[src/rtl/cmc_pkg.sv]
// Constants shared by the clock monitor control block and its helpers.
package cmc_pkg;

	// ==================================================
	// Register port
	localparam int ADDR_W = 4;
	localparam int DATA_W = 8;
	localparam logic [3:0] OFS_CTRL = 4'h0;
	localparam logic [3:0] OFS_STAGE = 4'h1;
	localparam logic [3:0] OFS_DIVIDER = 4'h2;
	localparam logic [3:0] OFS_STEP = 4'h3;
	localparam logic [3:0] OFS_STATUS = 4'h4;
	localparam logic [3:0] OFS_MASK = 4'h5;
	localparam logic [3:0] OFS_CONFIG = 4'h6;
	localparam logic [7:0] RD_NONE = 8'h00;

	// ==================================================
	// Generator control register fields
	localparam int B_IRQ_EN = 7;
	localparam int B_FLAG = 6;
	localparam int B_MON_EN = 5;
	localparam int B_CSEL = 4;
	localparam int B_EXT_ON = 3;
	localparam int B_EXT_STAB = 2;
	localparam int B_INT_ON = 1;
	localparam int B_INT_STAB = 0;

	// ==================================================
	// Step, status and config fields
	localparam int B_STEP_UP = 0;
	localparam int B_STEP_DN = 1;
	localparam int B_SLOW_EXT = 0;
	localparam int ST_W = 4;
	localparam int ST_TRIP = 0;
	localparam int ST_FORCED = 1;
	localparam int ST_STAB_LOST = 2;
	localparam int ST_LIMIT = 3;

	// ==================================================
	// Reset values
	localparam logic RST_INT_ON = 1'b1;
	localparam logic RST_EXT_ON = 1'b0;
	localparam logic [7:0] RST_STAGE = 8'h80;
	localparam logic [3:0] RST_DIV = 4'h0;
	localparam logic [3:0] RST_MASK = 4'h0;

	// ==================================================
	// Oscillator and switch timing
	localparam logic [3:0] DIV_MAX = 4'h9;
	localparam logic [7:0] STAGE_TOP = 8'hFF;
	localparam logic [7:0] STAGE_BOT = 8'h00;
	localparam logic [5:0] RING_MIN = 6'h11;
	localparam logic [5:0] RING_FINE = 6'h02;
	localparam logic [5:0] RING_DOUBLED = 6'h22;
	localparam logic [2:0] COARSE_TOP = 3'h7;
	localparam logic [1:0] SW_HOLD_LAST = 2'h1;

	// Glitch free switch phases.
	typedef enum logic {SW_RUN, SW_HOLD} cmc_sw_t;

endpackage : cmc_pkg

[src/rtl/cmc_sync3.sv]
// Three stage synchroniser for asynchronous status levels.
`timescale 1ns/1ps

module cmc_sync3 #(
	parameter int W = 4
) (
	// Clock and reset
	input wire logic mclk,
	input wire logic reset,
	// Levels
	input wire logic [W-1:0] din,
	output logic [W-1:0] dout_q
);

	logic [W-1:0] ff1_q;
	logic [W-1:0] ff2_q;
	logic [W-1:0] ff3_q;

	// Shift chain; the first stage feeds only the second.
	always_ff @(posedge mclk) begin
		ff1_q <= din;
		ff2_q <= ff1_q;
		ff3_q <= ff2_q;
	end

	// A change is accepted once the second and third stages agree.
	always_ff @(posedge mclk) begin
		if (reset) begin
			dout_q <= '0;
		end else begin
			for (int i = 0; i < W; i++) begin
				if (ff2_q[i] == ff3_q[i]) begin
					dout_q[i] <= ff3_q[i];
				end
			end
		end
	end

endmodule : cmc_sync3

[src/rtl/cmc_dco.sv]
// Loop filter output stepping and oscillator period selection.
`timescale 1ns/1ps

module cmc_dco
	import cmc_pkg::*;
(
	// Clock and reset
	input wire logic mclk,
	input wire logic reset,
	// Single step requests
	input wire logic step_up,
	input wire logic step_down,
	// Oscillator controls
	output logic [7:0] stage_control_q,
	output logic [3:0] divider_control_q,
	output logic [5:0] ring_stages_q,
	output logic limit_q
);

	logic [4:0] phase_q;
	logic long_ring;
	logic [5:0] coarse;

	// Moves the twelve bit control by exactly one; the top bit flags a limit.
	function automatic logic [12:0] dco_step(input logic [3:0] d, input logic [7:0] s,
		input logic up);
		logic [12:0] r;
		r = {1'b0, d, s};
		if (up) begin
			if (s != STAGE_TOP) begin
				r = {1'b0, d, s + 8'h01};
			end else if (d < DIV_MAX) begin
				r = {1'b0, d + 4'h1, STAGE_BOT};
			end else begin
				r = {1'b1, d, s};
			end
		end else begin
			if (s != STAGE_BOT) begin
				r = {1'b0, d, s - 8'h01};
			end else if (d != RST_DIV) begin
				r = {1'b0, d - 4'h1, STAGE_TOP};
			end else begin
				r = {1'b1, d, s};
			end
		end
		return r;
	endfunction : dco_step

	// Filter outputs change by one count only; divider moves on carry or borrow.
	always_ff @(posedge mclk) begin
		if (reset) begin
			stage_control_q <= RST_STAGE;
			divider_control_q <= RST_DIV;
			limit_q <= 1'b0;
		end else if (step_up ^ step_down) begin
			{limit_q, divider_control_q, stage_control_q} <=
				dco_step(divider_control_q, stage_control_q, step_up);
		end else begin
			limit_q <= 1'b0;
		end
	end

	// Fine adjust: the long ring runs for stage[4:0] of every 32 cycles.
	assign long_ring = phase_q < stage_control_q[4:0];
	assign coarse = RING_MIN + {2'b00, stage_control_q[7:5], 1'b0};

	// Ring length per cycle; long ring cycles use RING_DOUBLED when the coarse code is at its top.
	always_ff @(posedge mclk) begin
		if (reset) begin
			phase_q <= '0;
			ring_stages_q <= RING_MIN;
		end else begin
			phase_q <= phase_q + 5'h01;
			if (!long_ring) begin
				ring_stages_q <= coarse;
			end else if (stage_control_q[7:5] == COARSE_TOP) begin
				ring_stages_q <= RING_DOUBLED;
			end else begin
				ring_stages_q <= coarse + RING_FINE;
			end
		end
	end

endmodule : cmc_dco

[src/rtl/cmc_ctrl.sv]
// Clock monitor control, source switching, interrupts and registers.
`timescale 1ns/1ps

// Function
// - Monitor enable sets only with both generators on and both sources stable.
// - Monitor interrupt enable sets only while monitor enable is already set.
// - Monitor flag reads back as bit 6 of the control register.
// - Flag clear needs a prior control read while the flag is set.
// - Later write of zero to the flag clears it; one leaves it.
// - Monitor enable stays set when a source later loses stability.
// - On inactivity both clock switches are forced to the active source.
// - After a forced switch the select bit shows the source in use.
// - Oscillator period follows eight bit stage and four bit divider controls.
// - Loop filter outputs move only by single increments or decrements.
// - Averaged period error falls to the fine step floor.
// - Source switches select the internal clock during reset.
// - Inactive side deselected at once, active side selected two cycles later.
module cmc_ctrl
	import cmc_pkg::*;
(
	// Clock and reset
	input wire logic mclk,
	input wire logic reset,
	// Register port
	input wire logic [ADDR_W-1:0] addr,
	input wire logic [DATA_W-1:0] wdata,
	input wire logic wr,
	input wire logic rd,
	output logic [DATA_W-1:0] rdata_q,
	// Source status from the activity detectors
	input wire logic int_clock_stable,
	input wire logic ext_clock_stable,
	input wire logic internal_inactive,
	input wire logic external_inactive,
	// Generator enables
	output logic int_gen_on_q,
	output logic ext_gen_on_q,
	output logic slow_external_select_q,
	// Clock switch selects
	output logic osc_use_int_q,
	output logic osc_use_ext_q,
	output logic tb_use_int_q,
	output logic tb_use_ext_q,
	// Oscillator controls
	output logic [7:0] stage_control_q,
	output logic [3:0] divider_control_q,
	output logic [5:0] ring_stages_q,
	// Interrupt
	output logic irq_q
);

	// ==================================================
	// Synchronised status

	logic [3:0] sync_q;
	logic int_stab;
	logic ext_stab;
	logic int_off;
	logic ext_off;
	logic int_off_prev_q;
	logic ext_off_prev_q;
	logic stab_prev_q;

	// Status levels come from other clock domains.
	cmc_sync3 #(
		.W(4)
	) u_sync (
		.mclk(mclk),
		.reset(reset),
		.din({external_inactive, internal_inactive, ext_clock_stable, int_clock_stable}),
		.dout_q(sync_q)
	);

	// A source is only stable while on and active.
	assign int_off = sync_q[2];
	assign ext_off = sync_q[3];
	assign int_stab = sync_q[0] & int_gen_on_q & ~int_off;
	assign ext_stab = sync_q[1] & ext_gen_on_q & ~ext_off;

	// ==================================================
	// Decode

	logic wr_ctrl;
	logic rd_ctrl;
	logic wr_step;
	logic wr_status;
	logic wr_mask;
	logic wr_config;
	logic both_ready;

	// Write and read strobes per register.
	assign wr_ctrl = wr && (addr == OFS_CTRL);
	assign rd_ctrl = rd && (addr == OFS_CTRL);
	assign wr_step = wr && (addr == OFS_STEP);
	assign wr_status = wr && (addr == OFS_STATUS);
	assign wr_mask = wr && (addr == OFS_MASK);
	assign wr_config = wr && (addr == OFS_CONFIG);
	assign both_ready = int_gen_on_q & ext_gen_on_q & int_stab & ext_stab;

	// ==================================================
	// Monitor events and forcing

	logic monitor_enable_q;
	logic monitor_irq_enable_q;
	logic monitor_flag_q;
	logic flag_armed_q;
	logic clock_select_q;
	logic mon_trip;
	logic force_ext;
	logic force_int;

	// A new inactivity edge while monitoring is a trip.
	assign mon_trip = monitor_enable_q &
		((int_off & ~int_off_prev_q) | (ext_off & ~ext_off_prev_q));

	// The monitor forces the switches toward the source that still runs.
	assign force_ext = monitor_enable_q & int_off & ~ext_off;
	assign force_int = monitor_enable_q & ext_off & ~int_off;

	// Edge history of inactivity and stability.
	always_ff @(posedge mclk) begin
		if (reset) begin
			int_off_prev_q <= 1'b0;
			ext_off_prev_q <= 1'b0;
			stab_prev_q <= 1'b0;
		end else begin
			int_off_prev_q <= int_off;
			ext_off_prev_q <= ext_off;
			stab_prev_q <= int_stab & ext_stab;
		end
	end

	// ==================================================
	// Control register

	// Monitor enable: set is gated by readiness, never dropped by hardware.
	always_ff @(posedge mclk) begin
		if (reset) begin
			monitor_enable_q <= 1'b0;
		end else if (wr_ctrl) begin
			if (!wdata[B_MON_EN]) begin
				monitor_enable_q <= 1'b0;
			end else if (both_ready) begin
				monitor_enable_q <= 1'b1;
			end
		end
	end

	// Interrupt enable looks at the monitor enable held before this write.
	always_ff @(posedge mclk) begin
		if (reset) begin
			monitor_irq_enable_q <= 1'b0;
		end else if (wr_ctrl) begin
			monitor_irq_enable_q <= wdata[B_IRQ_EN] & monitor_enable_q;
		end
	end

	// Flag arms on a read that sees it set; a trip wins over a clear.
	always_ff @(posedge mclk) begin
		if (reset) begin
			monitor_flag_q <= 1'b0;
			flag_armed_q <= 1'b0;
		end else if (mon_trip) begin
			monitor_flag_q <= 1'b1;
			flag_armed_q <= flag_armed_q | (rd_ctrl & monitor_flag_q);
		end else if (wr_ctrl && flag_armed_q && !wdata[B_FLAG]) begin
			monitor_flag_q <= 1'b0;
			flag_armed_q <= 1'b0;
		end else if (rd_ctrl && monitor_flag_q) begin
			flag_armed_q <= 1'b1;
		end
	end

	// Select bit: forced by the monitor, otherwise changes only to an on, stable source.
	always_ff @(posedge mclk) begin
		if (reset) begin
			clock_select_q <= 1'b0;
		end else if (force_ext) begin
			clock_select_q <= 1'b1;
		end else if (force_int) begin
			clock_select_q <= 1'b0;
		end else if (wr_ctrl && wdata[B_CSEL] != clock_select_q && int_gen_on_q &&
			ext_gen_on_q && (wdata[B_CSEL] ? ext_stab : int_stab)) begin
			clock_select_q <= wdata[B_CSEL];
		end
	end

	// Generator enables; the source selected before this write cannot be turned off.
	always_ff @(posedge mclk) begin
		if (reset) begin
			int_gen_on_q <= RST_INT_ON;
			ext_gen_on_q <= RST_EXT_ON;
		end else if (wr_ctrl) begin
			int_gen_on_q <= wdata[B_INT_ON] | ~clock_select_q;
			ext_gen_on_q <= wdata[B_EXT_ON] | clock_select_q;
		end
	end

	// Slow external select is plain configuration for the detectors.
	always_ff @(posedge mclk) begin
		if (reset) begin
			slow_external_select_q <= 1'b0;
		end else if (wr_config) begin
			slow_external_select_q <= wdata[B_SLOW_EXT];
		end
	end

	// ==================================================
	// Clock switches (index 0 oscillator output, 1 timebase)

	cmc_sw_t sw_state_q [2];
	logic [1:0] sw_cnt_q [2];
	logic [1:0] sel_ext_q;
	logic [1:0] sel_int_q;
	logic [1:0] sw_tgt;

	// Oscillator follows the select bit, timebase the external enable.
	assign sw_tgt[0] = force_ext | (~force_int & clock_select_q);
	assign sw_tgt[1] = force_ext | (~force_int & ext_gen_on_q);

	// Old side drops at once, new side joins after a hold of two cycles.
	always_ff @(posedge mclk) begin
		if (reset) begin
			for (int i = 0; i < 2; i++) begin
				sw_state_q[i] <= SW_RUN;
				sw_cnt_q[i] <= '0;
				sel_ext_q[i] <= 1'b0;
				sel_int_q[i] <= 1'b1;
			end
		end else begin
			for (int i = 0; i < 2; i++) begin
				case (sw_state_q[i])
					SW_RUN: begin
						if (sw_tgt[i] != sel_ext_q[i] || !(sel_ext_q[i] | sel_int_q[i])) begin
							sel_ext_q[i] <= 1'b0;
							sel_int_q[i] <= 1'b0;
							sw_cnt_q[i] <= '0;
							sw_state_q[i] <= SW_HOLD;
						end
					end
					SW_HOLD: begin
						if (sw_cnt_q[i] == SW_HOLD_LAST) begin
							sel_ext_q[i] <= sw_tgt[i];
							sel_int_q[i] <= ~sw_tgt[i];
							sw_state_q[i] <= SW_RUN;
						end else begin
							sw_cnt_q[i] <= sw_cnt_q[i] + 2'h1;
						end
					end
					default: begin
						sw_state_q[i] <= SW_RUN;
					end
				endcase
			end
		end
	end

	// Switch selects drive the clock gates directly.
	assign osc_use_ext_q = sel_ext_q[0];
	assign osc_use_int_q = sel_int_q[0];
	assign tb_use_ext_q = sel_ext_q[1];
	assign tb_use_int_q = sel_int_q[1];

	// ==================================================
	// Oscillator control

	logic dco_limit;

	// Step requests come from the step register.
	cmc_dco u_dco (
		.mclk(mclk),
		.reset(reset),
		.step_up(wr_step & wdata[B_STEP_UP]),
		.step_down(wr_step & wdata[B_STEP_DN]),
		.stage_control_q(stage_control_q),
		.divider_control_q(divider_control_q),
		.ring_stages_q(ring_stages_q),
		.limit_q(dco_limit)
	);

	// ==================================================
	// Interrupts

	logic [ST_W-1:0] status_q;
	logic [ST_W-1:0] mask_q;
	logic [ST_W-1:0] events;

	// Events that latch into the status register.
	always_comb begin
		events = '0;
		events[ST_TRIP] = mon_trip;
		events[ST_FORCED] = mon_trip & (force_ext | force_int);
		events[ST_STAB_LOST] = monitor_enable_q & stab_prev_q & ~(int_stab & ext_stab);
		events[ST_LIMIT] = dco_limit;
	end

	// Write one clears; an event in the same cycle wins.
	always_ff @(posedge mclk) begin
		if (reset) begin
			status_q <= '0;
		end else if (wr_status) begin
			status_q <= (status_q & ~wdata[ST_W-1:0]) | events;
		end else begin
			status_q <= status_q | events;
		end
	end

	// Mask register.
	always_ff @(posedge mclk) begin
		if (reset) begin
			mask_q <= RST_MASK;
		end else if (wr_mask) begin
			mask_q <= wdata[ST_W-1:0];
		end
	end

	// Level interrupt from the monitor flag while its interrupt enable is set, or any unmasked status bit.
	always_ff @(posedge mclk) begin
		if (reset) begin
			irq_q <= 1'b0;
		end else begin
			irq_q <= (monitor_flag_q & monitor_irq_enable_q) | (|(status_q & mask_q));
		end
	end

	// ==================================================
	// Read data

	logic [DATA_W-1:0] ctrl_image;

	// Control register layout as software sees it.
	always_comb begin
		ctrl_image = '0;
		ctrl_image[B_IRQ_EN] = monitor_irq_enable_q;
		ctrl_image[B_FLAG] = monitor_flag_q;
		ctrl_image[B_MON_EN] = monitor_enable_q;
		ctrl_image[B_CSEL] = clock_select_q;
		ctrl_image[B_EXT_ON] = ext_gen_on_q;
		ctrl_image[B_EXT_STAB] = ext_stab;
		ctrl_image[B_INT_ON] = int_gen_on_q;
		ctrl_image[B_INT_STAB] = int_stab;
	end

	// Read data stands for the one cycle after the read strobe.
	always_ff @(posedge mclk) begin
		if (reset || !rd) begin
			rdata_q <= RD_NONE;
		end else if (addr == OFS_CTRL) begin
			rdata_q <= ctrl_image;
		end else if (addr == OFS_STAGE) begin
			rdata_q <= stage_control_q;
		end else if (addr == OFS_DIVIDER) begin
			rdata_q <= {4'h0, divider_control_q};
		end else if (addr == OFS_STEP) begin
			rdata_q <= {2'h0, ring_stages_q};
		end else if (addr == OFS_STATUS) begin
			rdata_q <= {4'h0, status_q};
		end else if (addr == OFS_MASK) begin
			rdata_q <= {4'h0, mask_q};
		end else if (addr == OFS_CONFIG) begin
			rdata_q <= {7'h00, slow_external_select_q};
		end else begin
			rdata_q <= RD_NONE;
		end
	end

endmodule : cmc_ctrl

[config.mk]
export PLATFORM = sky130hd
export DESIGN_NAME = cmc_ctrl
export DESIGN_NICKNAME = d
export VERILOG_FILES = /design/src/rtl/cmc_pkg.sv /design/src/rtl/cmc_sync3.sv /design/src/rtl/cmc_dco.sv /design/src/rtl/cmc_ctrl.sv
export SDC_FILE = /design/constraint.sdc
export NUM_CORES = 1
export LEC_CHECK = 0
export ABC_AREA = 1
export ABC_CLOCK_PERIOD_IN_PS = 3600
export BUFFER_PORTS_ARGS = -buffer_cell sky130_fd_sc_hd__buf_2
export CAP_MARGIN = 20
export CORE_UTILIZATION = 30
export CTS_CLUSTER_SIZE = 24
export DETAILED_ROUTE_END_ITERATION = 10
export PLACE_DENSITY = 0.55
export REMOVE_ABC_BUFFERS = 1
export SYNTH_ARGS = -nofsm -noshare
export SYNTH_HDL_FRONTEND = slang
export SYNTH_SLANG_ARGS = --single-unit
[constraint.sdc]
create_clock -name mclk -period 3.6 [get_ports mclk]
set_input_delay 0.18 -clock mclk [delete_from_list [all_inputs] [get_ports mclk]]
set_output_delay 0.18 -clock mclk [all_outputs]
set_load 0.01 [all_outputs]
# After elaboration in Yosys (flattened, before gate mapping)

Memory sizes are Yosys's and may differ from the RTL's.
Index checks and enable logic that the tools add are counted.

Register bits: 72
Bits in latches: 0
Memory bits (writable): 6
Bits in read-only memories: 0
Input bits: 20
Output and inout bits: 34
Word-level logic and storage cells: 236
Memories kept: 2

Add/subtract/negate cells: 9
$mul: 0
Div/mod/pow operators: 0
Order comparisons: 2
Equal/unequal tests: 26
Shift operators: 0
Multiplexer cells: 70
Bitwise logic cells: 61
Reduce and logical (&&, ||, !) cells: 35

Memory list:

| memory     | depth | width | read ports | clocked after memory_dff | wr ports | line            | source |
|---|---|---|---|---|---|---|---|
| sw_cnt_q   | 2     | 2     | 2          | 0                        | 2        | cmc_ctrl.sv:212 | `logic [1:0] sw_cnt_q [2];` |
| sw_state_q | 2     | 1     | 2          | 0                        | 2        | cmc_ctrl.sv:211 | `cmc_sw_t sw_state_q [2];` |

Operators by type and width:

| kind                                             | count |
|---|---|
| two-way mux 13 bit                               | 5 |
| two-way mux 1 bit                                | 48 |
| AND 1 bit                                        | 25 |
| two-way mux 6 bit                                | 4 |
| bitwise OR 1 bit                                 | 18 |
| two-way mux 8 bit                                | 2 |
| logical AND 1 bit                                | 13 |
| == test 4 x 3 -> 1 bit, second input constant    | 3 |
| two-way mux 4 bit                                | 3 |
| NOT 1 bit                                        | 12 |
| nonzero test 3 bit                               | 3 |
| adder 8 x 1 -> 8 bit, second input constant      | 1 |
| AND 4 bit                                        | 2 |
| == test 4 x 2 -> 1 bit, second input constant    | 2 |
| two-way mux 2 bit                                | 4 |
| != test 2 x 1 -> 1 bit, second input constant    | 4 |
| != test 2 bit, second input constant             | 4 |
| != test 8 bit, second input constant             | 1 |
| bitwise OR 4 bit                                 | 2 |
| one-hot mux 1 bit (2 select lines)               | 4 |
| nonzero test 8 bit                               | 1 |
| subtractor 8 x 1 -> 8 bit, second input constant | 1 |
| adder 5 x 4 -> 6 bit, first input constant       | 1 |
| adder 6 x 2 -> 6 bit, second input constant      | 1 |
| other kinds (24)                                 | 39 |

# Logic depth before layout (Yosys ltp)

Gate-level depths: netlist (run 1).

Word-level depth: 13
Depth in mapped cells: 12
Gate-level depth less buffers: 12

# By module

A second synthesis (run 1) with hierarchy kept.

Cell total of the unflattened synthesis: 530
Area, all modules: 3927.5 um2

Modules (own cells, without submodules):

| module    | instances | cells each | area an instance (um2) | sequential area each (um2) |
|---|---|---|---|---|
| cmc_ctrl  | 1         | 255        | 1884.3                 | 810.8 |
| cmc_dco   | 1         | 246        | 1662.8                 | 480.5 |
| cmc_sync3 | 1         | 29         | 380.4                  | 320.3 |

# Worst setup path after synthesis (run 1)

OpenSTA, ideal clock, no wires.

Path type: register to register
Start point: register u_dco.stage_control_q[0]
End point: register u_dco.stage_control_q[7]
Library setup time: 115 ps
Data arrival time: 1612 ps
Required time: 3485 ps
Slack: 1874 ps
Cell stages (with the launch flop): 10
Path buffers: 1
Clock period less this slack: 1726 ps
Cells stage by stage: dfxtp_1 -> clkinv_1 -> ha_1 -> nand3_1 -> nor2_4 -> nand3_1 -> nand3_2 -> buf_6 -> a21oi_1 -> nand2_1

Word-level cells in the longest chain between the ends: 3
Elaborated cells between the ends (all ways): 10
Classes of those cells: add/sub: 2; eq/ne: 2; mux: 3; reduce/logical: 3

RTL lines:

| what                                                             | line          | source |
|---|---|---|
| start: declaration                                               | cmc_dco.sv:14 | `output logic [7:0] stage_control_q,` |
| start signal: assignment                                         | cmc_dco.sv:56 | `{limit_q, divider_control_q, stage_control_q} <=` |
| subtractor 8 x 1 -> 8 bit, or another cell as far along          | cmc_dco.sv:39 | `r = {1'b0, d, s - 8'h01};` |
| two-way mux 13 bit, or another cell as far along                 | cmc_dco.sv:38 | `if (s != STAGE_BOT) begin` |
| two-way mux 13 bit / AND reduction 3 bit (equally long branches) | n/a           |  |

Parallel ways exist; a longest one is shown, timed or not. The select of a mux whose other input is x is not followed.
A chain may end at the register's enable or synchronous reset.

# Final worst setup path (run 1)

Start point: register u_dco.stage_control_q[0]
End point: register u_dco.stage_control_q[5]

Same word-level chain as after synthesis.

==> summary.txt, run 1 <==
CTS
  • Cts bufs inserted: 9
  • Clk root buf: clkbuf_16
  • CTS Buffer Depth: 2
  • CTS Sinks: 78
  • CTS tree: built
  • Worst-path clk slew: 0.06 ns
  • Worst-Skew Late Latency: 0.34 ns
  • H-tree depth: 3

Synth
  • Area contributors post-synth: dfxtp_1 (38%), nand2_1 (12%), nor2_1 (6.6%)
  • Top-area cell type share of the netlist area: 0.3798
  • Synth unique cells: 36
  • Syn Inst Count: 540
  • Avg Inst Size Synth: 7.125 µm²
  • Syn. warnings: 0
  • Area leader, netlist: dfxtp_1
  • Synthesized area: 3847 µm²
  • Sequential share of the synthesized area: 0.4189
  • Synth Flop Type: dfxtp_1
  • EDFF count, synth: 5
  • Synth Register Bits: 78
  • Async S/R FF share, synth: 0

Pwr
  • Comb pwr share: 0.124
  • Sw Ratio: 0.2596
  • Sequential Power Share: 0.452
  • Clock power share: 0.424
  • PD cells: 476.2 nW/µm²
  • Leak: 0.002152 µW
  • Switch Pwr: 569.8 µW
  • Internal Power: 1625 µW
  • Total Power: 2195 µW
  • VDD IR max: 0.0002922 V

Critical path
  • CP Launch Type: flip-flop
  • Max FO, Critical Path: 11
  • Critical Path, Cell by Cell: clkinv_1 -> ha_1 -> nand3_1 -> nor2_4 -> nand3_1 -> nand3_2 -> a21oi_1 -> nor2_1
  • CP dominant cell by count: nand3_1
  • Data required, critical path: 3.82 ns
  • Slowest stage delay, CP: 0.50 ns
  • CP endpoint kind: flip-flop
  • CP Class: flip-flop to flip-flop
  • Worst Path Arrival: 2.46 ns
  • Crit-path slowest cell: dfxtp_1

Status
  • Status: completed

Floorplan
  • Die Width: 115.2 µm
  • I/O pins: 54
  • Row Count: 41
  • Die H: 115.2 µm
  • Area of the core: 12570 µm²
  • Initial Utilization: 0.3061
  • DIE AREA: 13280 µm²

Placement
  • Port Buf Inserts: 53
  • GPL Wtd Cong: 0.8688
  • Detailed placer's ending HPWL: 8.089 mm

Drt
  • Wire per inst: 13.85 µm
  • First-pass iteration count of the detailed router: 5
  • DR vias/cell: 4.807
  • Initial DRC count: 274
  • Via count: 3711
  • Detailed Route WL: 10.69 mm
  • Routed Antenna Nets: 0
  • Residual DRC: 0

Global route
  • Largest net degree at the start of global routing: 32
  • Initial antenna violation count: 0
  • Grt ovf: 0
  • First-pass GRT wire length: 17.30 mm
  • GRT Total Usage: 0.1711
  • Vias in the first global route: 3425

STA
  • Setup violators final: 0
  • Worst slew pin tran: 0.9327 ns
  • Slew HR: 0.3775
  • Fmax: 0.4468 GHz
  • Pins Over Slew Limit: 0
  • Clk_skew: 0.005910 ns
  • RSZ-0062 raised after global routing: no
  • Final period util: 0.6217
  • TNS Setup: 0 ns
  • Final hold vios: 0
  • Post-layout min period: 2.238 ns

Cells and area
  • Share of layout cells above drive strength 1: 0.1417
  • Finished Core Util: 0.3667
  • Layout net count: 630
  • Layout area overhead: 19.77%
  • Diodes inserted: 0
  • Filler cells: 1369

Min path
  • Min-Delay Path Class: primary input to flip-flop

Job
  • Max_cap viols: 0
[timing repair]
action | CTS | global route
endpoints found under the setup margin | 0 | 0
hold endpoints to repair | 4 | 0
hold buffers | 4 | 0
gates resized for setup | 0 | 0
setup buffers | 0 | 0
[final cells by class]
cell class / instances / area [µm²] / share of cell area
multi-input cells: 389 / 1941 / 0.4211
inverters: 60 / 225.2 / 0.04887
well taps: 172 / 215.2 / 0.04670
clock buffers: 11 / 254.0 / 0.05512
flip-flops and latches: 78 / 1612 / 0.3497
repair buffers: 57 / 305.3 / 0.06625
clock inverters: 5 / 56.30 / 0.01222
[cells in the final DEF (no fill, tap or decap), types with 4 or more instances in the layout]
| master | count |
|---|---|
| ha_1 | 15 |
| xor2_1 | 4 |
| buf_2 | 53 |
| nor3_1 | 6 |
| edfxtp_1 | 5 |
| inv_1 | 57 |
| o21ai_0 | 43 |
| nor2_1 | 68 |
| nand4_1 | 11 |
| a21oi_1 | 40 |
| nand3_1 | 44 |
| dlygate4sd3_1 | 4 |
| clkbuf_16 | 10 |
| dfxtp_1 | 73 |
| nand2_1 | 127 |
| a31oi_1 | 4 |
[worst max-delay path, delay by kind of cell (launching register included)]
kind / cells / cell delay [ns]
compound gates: 1 / 0.25
fa+ha+maj: 1 / 0.36
buf+inv: 1 / 0.36
flops: 1 / 0.50
simple gates: 5 / 0.66
[cells in the mapped netlist, drive strengths merged (6+ instances only)]
| cell | count |
|---|---|
| nand2 | 130 |
| dfxtp | 73 |
| nor2 | 73 |
| inv | 59 |
| nand3 | 47 |
| o21ai | 43 |
| a21oi | 40 |
| ha | 15 |
| nand4 | 11 |
| buf | 7 |
| nor3 | 7 |
| clkbuf | 6 |
[through the flow]
| step | hold slack (ns) | cell area, µm² | setup slack, ns | std cells |
|---|---|---|---|---|
| 6_report | 0.09023 | 4608 | 1.362 | 772 |
| 5_1_grt | 0.1139 | 4608 | 1.194 | 772 |
| 4_1_cts | 0.09215 | 4608 | 1.401 | 772 |
| 2_1_floorplan | 0.2077 | 3777 | 1.880 | 527 |
| 3_5_place_dp | 0.2836 | 4258 | 1.425 | 752 |
| 3_3_place_gp | 0.2835 | 4258 | 1.411 | 752 |
[power groups by stage]
stage	registers (µW)	clock network (µW)	logic, µW
2_1_floorplan	1010	0	170
3_3_place_gp	1010	0	255
3_5_place_dp	1010	0	268
4_1_cts	992	953	272
5_1_grt	999	988	308
6_report	993	931	271
[cell families after synthesis]
logic type      Yosys count  share of synthesized area
simple gates            273                     0.3119
compound gates           96                     0.1324
flops                    78                     0.4189
buf+inv                  73                    0.07675
fa+ha+maj                15                    0.04878
xor+xnor                  5                    0.01138
[state kept, by name (all words and copies together), names as in the netlist, 2 cells and up]
signal and cells:
mask_q 4, rdata_q 8, sel_ext_q 2, sel_int_q 2, status_q 4, sw_cnt_q 4, sw_state_q 2, u_dco.divider_control_q 4
u_dco.phase_q 5, u_dco.ring_stages_q 6, u_dco.stage_control_q 8, u_sync.dout_q 4, u_sync.ff1_q 4, u_sync.ff2_q 4, u_sync.ff3_q 4
[path summary, 6_finish.rpt]
path                                 start                       end  slack, ns  cells after the start
setup / recovery  u_dco.stage_control_q[0]  u_dco.stage_control_q[5]       1.36                      8
hold / removal                    wdata[6]              flag_armed_q       0.09                      3
setup reg to reg  u_dco.stage_control_q[0]  u_dco.stage_control_q[5]       1.36                      8
hold reg to reg            u_sync.ff1_q[1]           u_sync.ff2_q[1]       0.33                      0
[metal layers]
layer	vias up	global-route usage	share of wire
met5	-	0	0
li1	1882	-	-
met4	0	0.05887	0.0081
met1	1703	0.2355	0.49
met3	11	0.03795	0.061
met2	115	0.2631	0.44
(Power assumes the default switching activity.)
==> run 2, diff against run 1 <==
Settings changed: ABC_AREA 1 to 0, ABC_CLOCK_PERIOD_IN_PS 3600 to 2100.
Clock period 3.6 ns to 2.1 ns, I/O delays scaled along.
==> summary.txt, run 2 <==
Status
  • Status: completed

Floorplan
  • Area of the core: 12110 µm² (-3.6%)
  • I/O pins: 54 (unchanged)
  • Initial Utilization: 0.3091 (+0.002968)
  • Row Count: 40 (-2.4%)
  • Die Width: 113.7 µm (-1.3%)
  • DIE AREA: 12930 µm² (-2.7%)
  • Die H: 113.7 µm (-1.3%)

Critical path
  • CP endpoint kind: flip-flop
  • CP Launch Type: flip-flop
  • CP Class: flip-flop to flip-flop
  • Data required, critical path: 2.36 ns (-1.46 ns)
  • Worst Path Arrival: 2.35 ns (-0.11 ns)
  • Max FO, Critical Path: 2 (-9)

Cells and area
  • Layout area overhead: 32.19%
  • Diodes inserted: 0 (unchanged)
  • Share of layout cells above drive strength 1: 0.2639 (+0.1223)
  • Commonest non-fill, non-tap cell in the layout: dfxtp_1
  • Top flop regs: rdata_q (8), u_dco.stage_control_q (8), u_dco.ring_stages_q (6)
  • Post-route design area: 4949 µm² (+7.4%)
  • Final Instance Count excl. Fillers: 706 (-8.5%)
  • Commonest cells after routing, fill and taps aside: dfxtp_1 (72), buf_2 (53), a21oi_1 (47), buf_4 (47), nand2_1 (39)
  • Layout net count: 568 (-9.8%)

STA
  • TNS Setup: 0 ns (unchanged)
  • Final WS setup: 0.01236 ns (-1.350 ns)
  • Clk_skew: 0.005607 ns (-0.0003029 ns)
  • Slew HR: 0.6696 (+0.2921)
  • Pins Over Slew Limit: 0 (unchanged)
  • Worst slew pin tran: 0.4955 ns (-0.4371 ns)
  • Final period util: 0.9941 (+0.3725)
  • Post-layout min period: 2.088 ns (-0.1503 ns)
  • Fmax: 0.4790 GHz (+7.2%)
  • RSZ-0062 raised after global routing: yes
  • Setup violators final: 0 (unchanged)
  • Final hold vios: 0 (unchanged)

Synth
  • Most frequent cells after synthesis: dfxtp_1 (73), a21oi_1 (47), nand2_1 (40), nor2_1 (39), nor3_1 (20)
  • Synth Flop Type: dfxtp_1
  • Top-count cell post-synth: dfxtp_1
  • Area contributors post-synth: dfxtp_1 (39%), a21oi_1 (6.3%), ha_1 (5.0%)
  • Syn. warnings: 0 (unchanged)
  • Sequential share of the synthesized area: 0.4305 (+0.01162)
  • Area leader, netlist: dfxtp_1
  • Top-area cell type share of the netlist area: 0.3904 (+0.01054)
  • Synthesized area: 3744 µm² (-2.7%)
  • Syn Inst Count: 439 (-19%)
  • Avg Inst Size Synth: 8.528 µm² (+20%)
  • Synth Register Bits: 78 (unchanged)
  • EDFF count, synth: 5 (unchanged)
  • Async S/R FF share, synth: 0 (unchanged)
  • Synth unique cells: 62 (+72%)

Placement
  • Area after DPL: 4487 µm² (+5.4%)
  • Port Buf Inserts: 53 (unchanged)
  • GPL Wtd Cong: 0.9023 (+3.9%)
  • Detailed placer's ending HPWL: 8.131 mm (+0.52%)
  • Pre-CTS setup slack: -0.1026 ns (-1.528 ns)
  • Placed Cells: 685 (-8.9%)

Drt
  • Routed Antenna Nets: 0 (unchanged)
  • Via count: 3598 (-3.0%)
  • Wire per inst: 15.41 µm (+11%)
  • Detailed Route WL: 10.88 mm (+1.8%)
  • DR vias/cell: 5.096 (+6.0%)
  • Residual DRC: 0 (unchanged)
  • Initial DRC count: 223 (-19%)
  • First-pass iteration count of the detailed router: 5 (unchanged)

CTS
  • Worst-path clk slew: 0.06 ns (about the same)
  • CTS Sinks: 78 (unchanged)
  • Cts bufs inserted: 9 (unchanged)
  • CTS Buffer Depth: 2 (unchanged)
  • Worst-Skew Late Latency: 0.33 ns (about the same)
  • H-tree depth: 3 (unchanged)
  • Clk root buf: clkbuf_16
  • CTS tree: built

Pwr
  • Leak: 0.002028 µW (-5.7%)
  • PD cells: 706.1 nW/µm² (+48%)
  • Total Power: 3494 µW (+59%)
  • VDD IR max: 0.0003471 V (+19%)

Global route
  • Largest net degree at the start of global routing: 28 (-13%)
  • Initial antenna violation count: 0 (unchanged)
  • First-pass GRT wire length: 17.06 mm (-1.4%)
  • Vias in the first global route: 3267 (-4.6%)
  • GRT Total Usage: 0.1723 (+0.001178)
  • Grt ovf: 0 (unchanged)

Job
  • Max_cap viols: 0 (unchanged)

Min path
  • Min-Delay Path Class: primary input to flip-flop
## run 2: cell count changes after synthesis, moves of 12 or more
| cell | previous run | this run |
|---|---|---|
| clkbuf_1 | 5 | 17 |
| inv_1 | 57 | 17 |
| mux2i_1 | 0 | 12 |
| nand2_1 | 127 | 40 |
| nand3_1 | 44 | 19 |
| nor2_1 | 68 | 39 |
| nor3_1 | 6 | 20 |
| o21ai_0 | 43 | 18 |
## run 2: per-layer routing
layer | GRT usage | part of all wire | routed length [µm]
met1 | 0.2428 | 0.48 | 5233
met2 | 0.2569 | 0.44 | 4791
met3 | 0.03454 | 0.055 | 600
met4 | 0.06842 | 0.023 | 254
met5 | 0 | 0 | 0
## run 2: where the power goes
part           leakage [µW]  switching (µW)  internal (µW)
logic               0.00122             156            110
clock network      0.000158             631           1030
registers          0.000648            28.5           1540
total               0.00203             815           2680
## run 2: cells by family (layout without fill, tap and decap cells)
logic type | count (synthesis) | count (layout) | share of synthesized area
buf+inv | 40 | 139 | 0.04077
xor+xnor | 8 | 8 | 0.01872
compound gates | 120 | 120 | 0.2035
flops | 78 | 78 | 0.4305
mux | 12 | 12 | 0.03209
fa+ha+maj | 15 | 15 | 0.05013
simple gates | 166 | 166 | 0.2243
## run 2: worst paths after layout
kind                            startpoint                    endpoint  slack (ns)  cells past startpoint
setup reg to reg  u_dco.stage_control_q[2]  u_dco.divider_control_q[2]        0.01                      6
setup / recovery  u_dco.stage_control_q[2]  u_dco.divider_control_q[2]        0.01                      6
hold reg to reg            u_sync.ff1_q[1]             u_sync.ff2_q[1]        0.33                      0
hold / removal                    wdata[2]                   mask_q[2]        0.05                      3
## run 2: per-stage QoR
step                      hold WS (ns)    util
after detailed placement        0.2096  0.3705
after floorplan                 0.1327       -
after global placement          0.2079  0.3705
final                          0.05094  0.4086
after CTS                      0.04674  0.4020
after global routing           0.04905  0.4086
## run 2: repair_timing
action / in CTS / in global routing
endpoints found under the hold margin: 4 / 0
hold buffers: 4 / 0
setup endpoints to repair: 8 / 13
setup buffers: 0 / 1
pin swaps: 4 / 4
resized for setup: 6 / 14
## run 2: worst max-delay path: stages (launching register included)
cell     delay (ns)
dfxtp_2        0.32
or4_4          0.53
or3_4          0.40
nor3_4         0.14
o21ai_2        0.08
or4_1          0.41
a21oi_1        0.13
## run 2: layout make-up
class / instances / area, µm²
Clock inverter: 5 / 61.31
Sequential cell: 78 / 1613
Multi-Input combinational cell: 321 / 2063
Fill cell: 1244 / 7163
Timing Repair Buffer: 105 / 669.4
Tap cell: 168 / 210.2
Inverter: 18 / 67.56
Clock buffer: 11 / 264.0
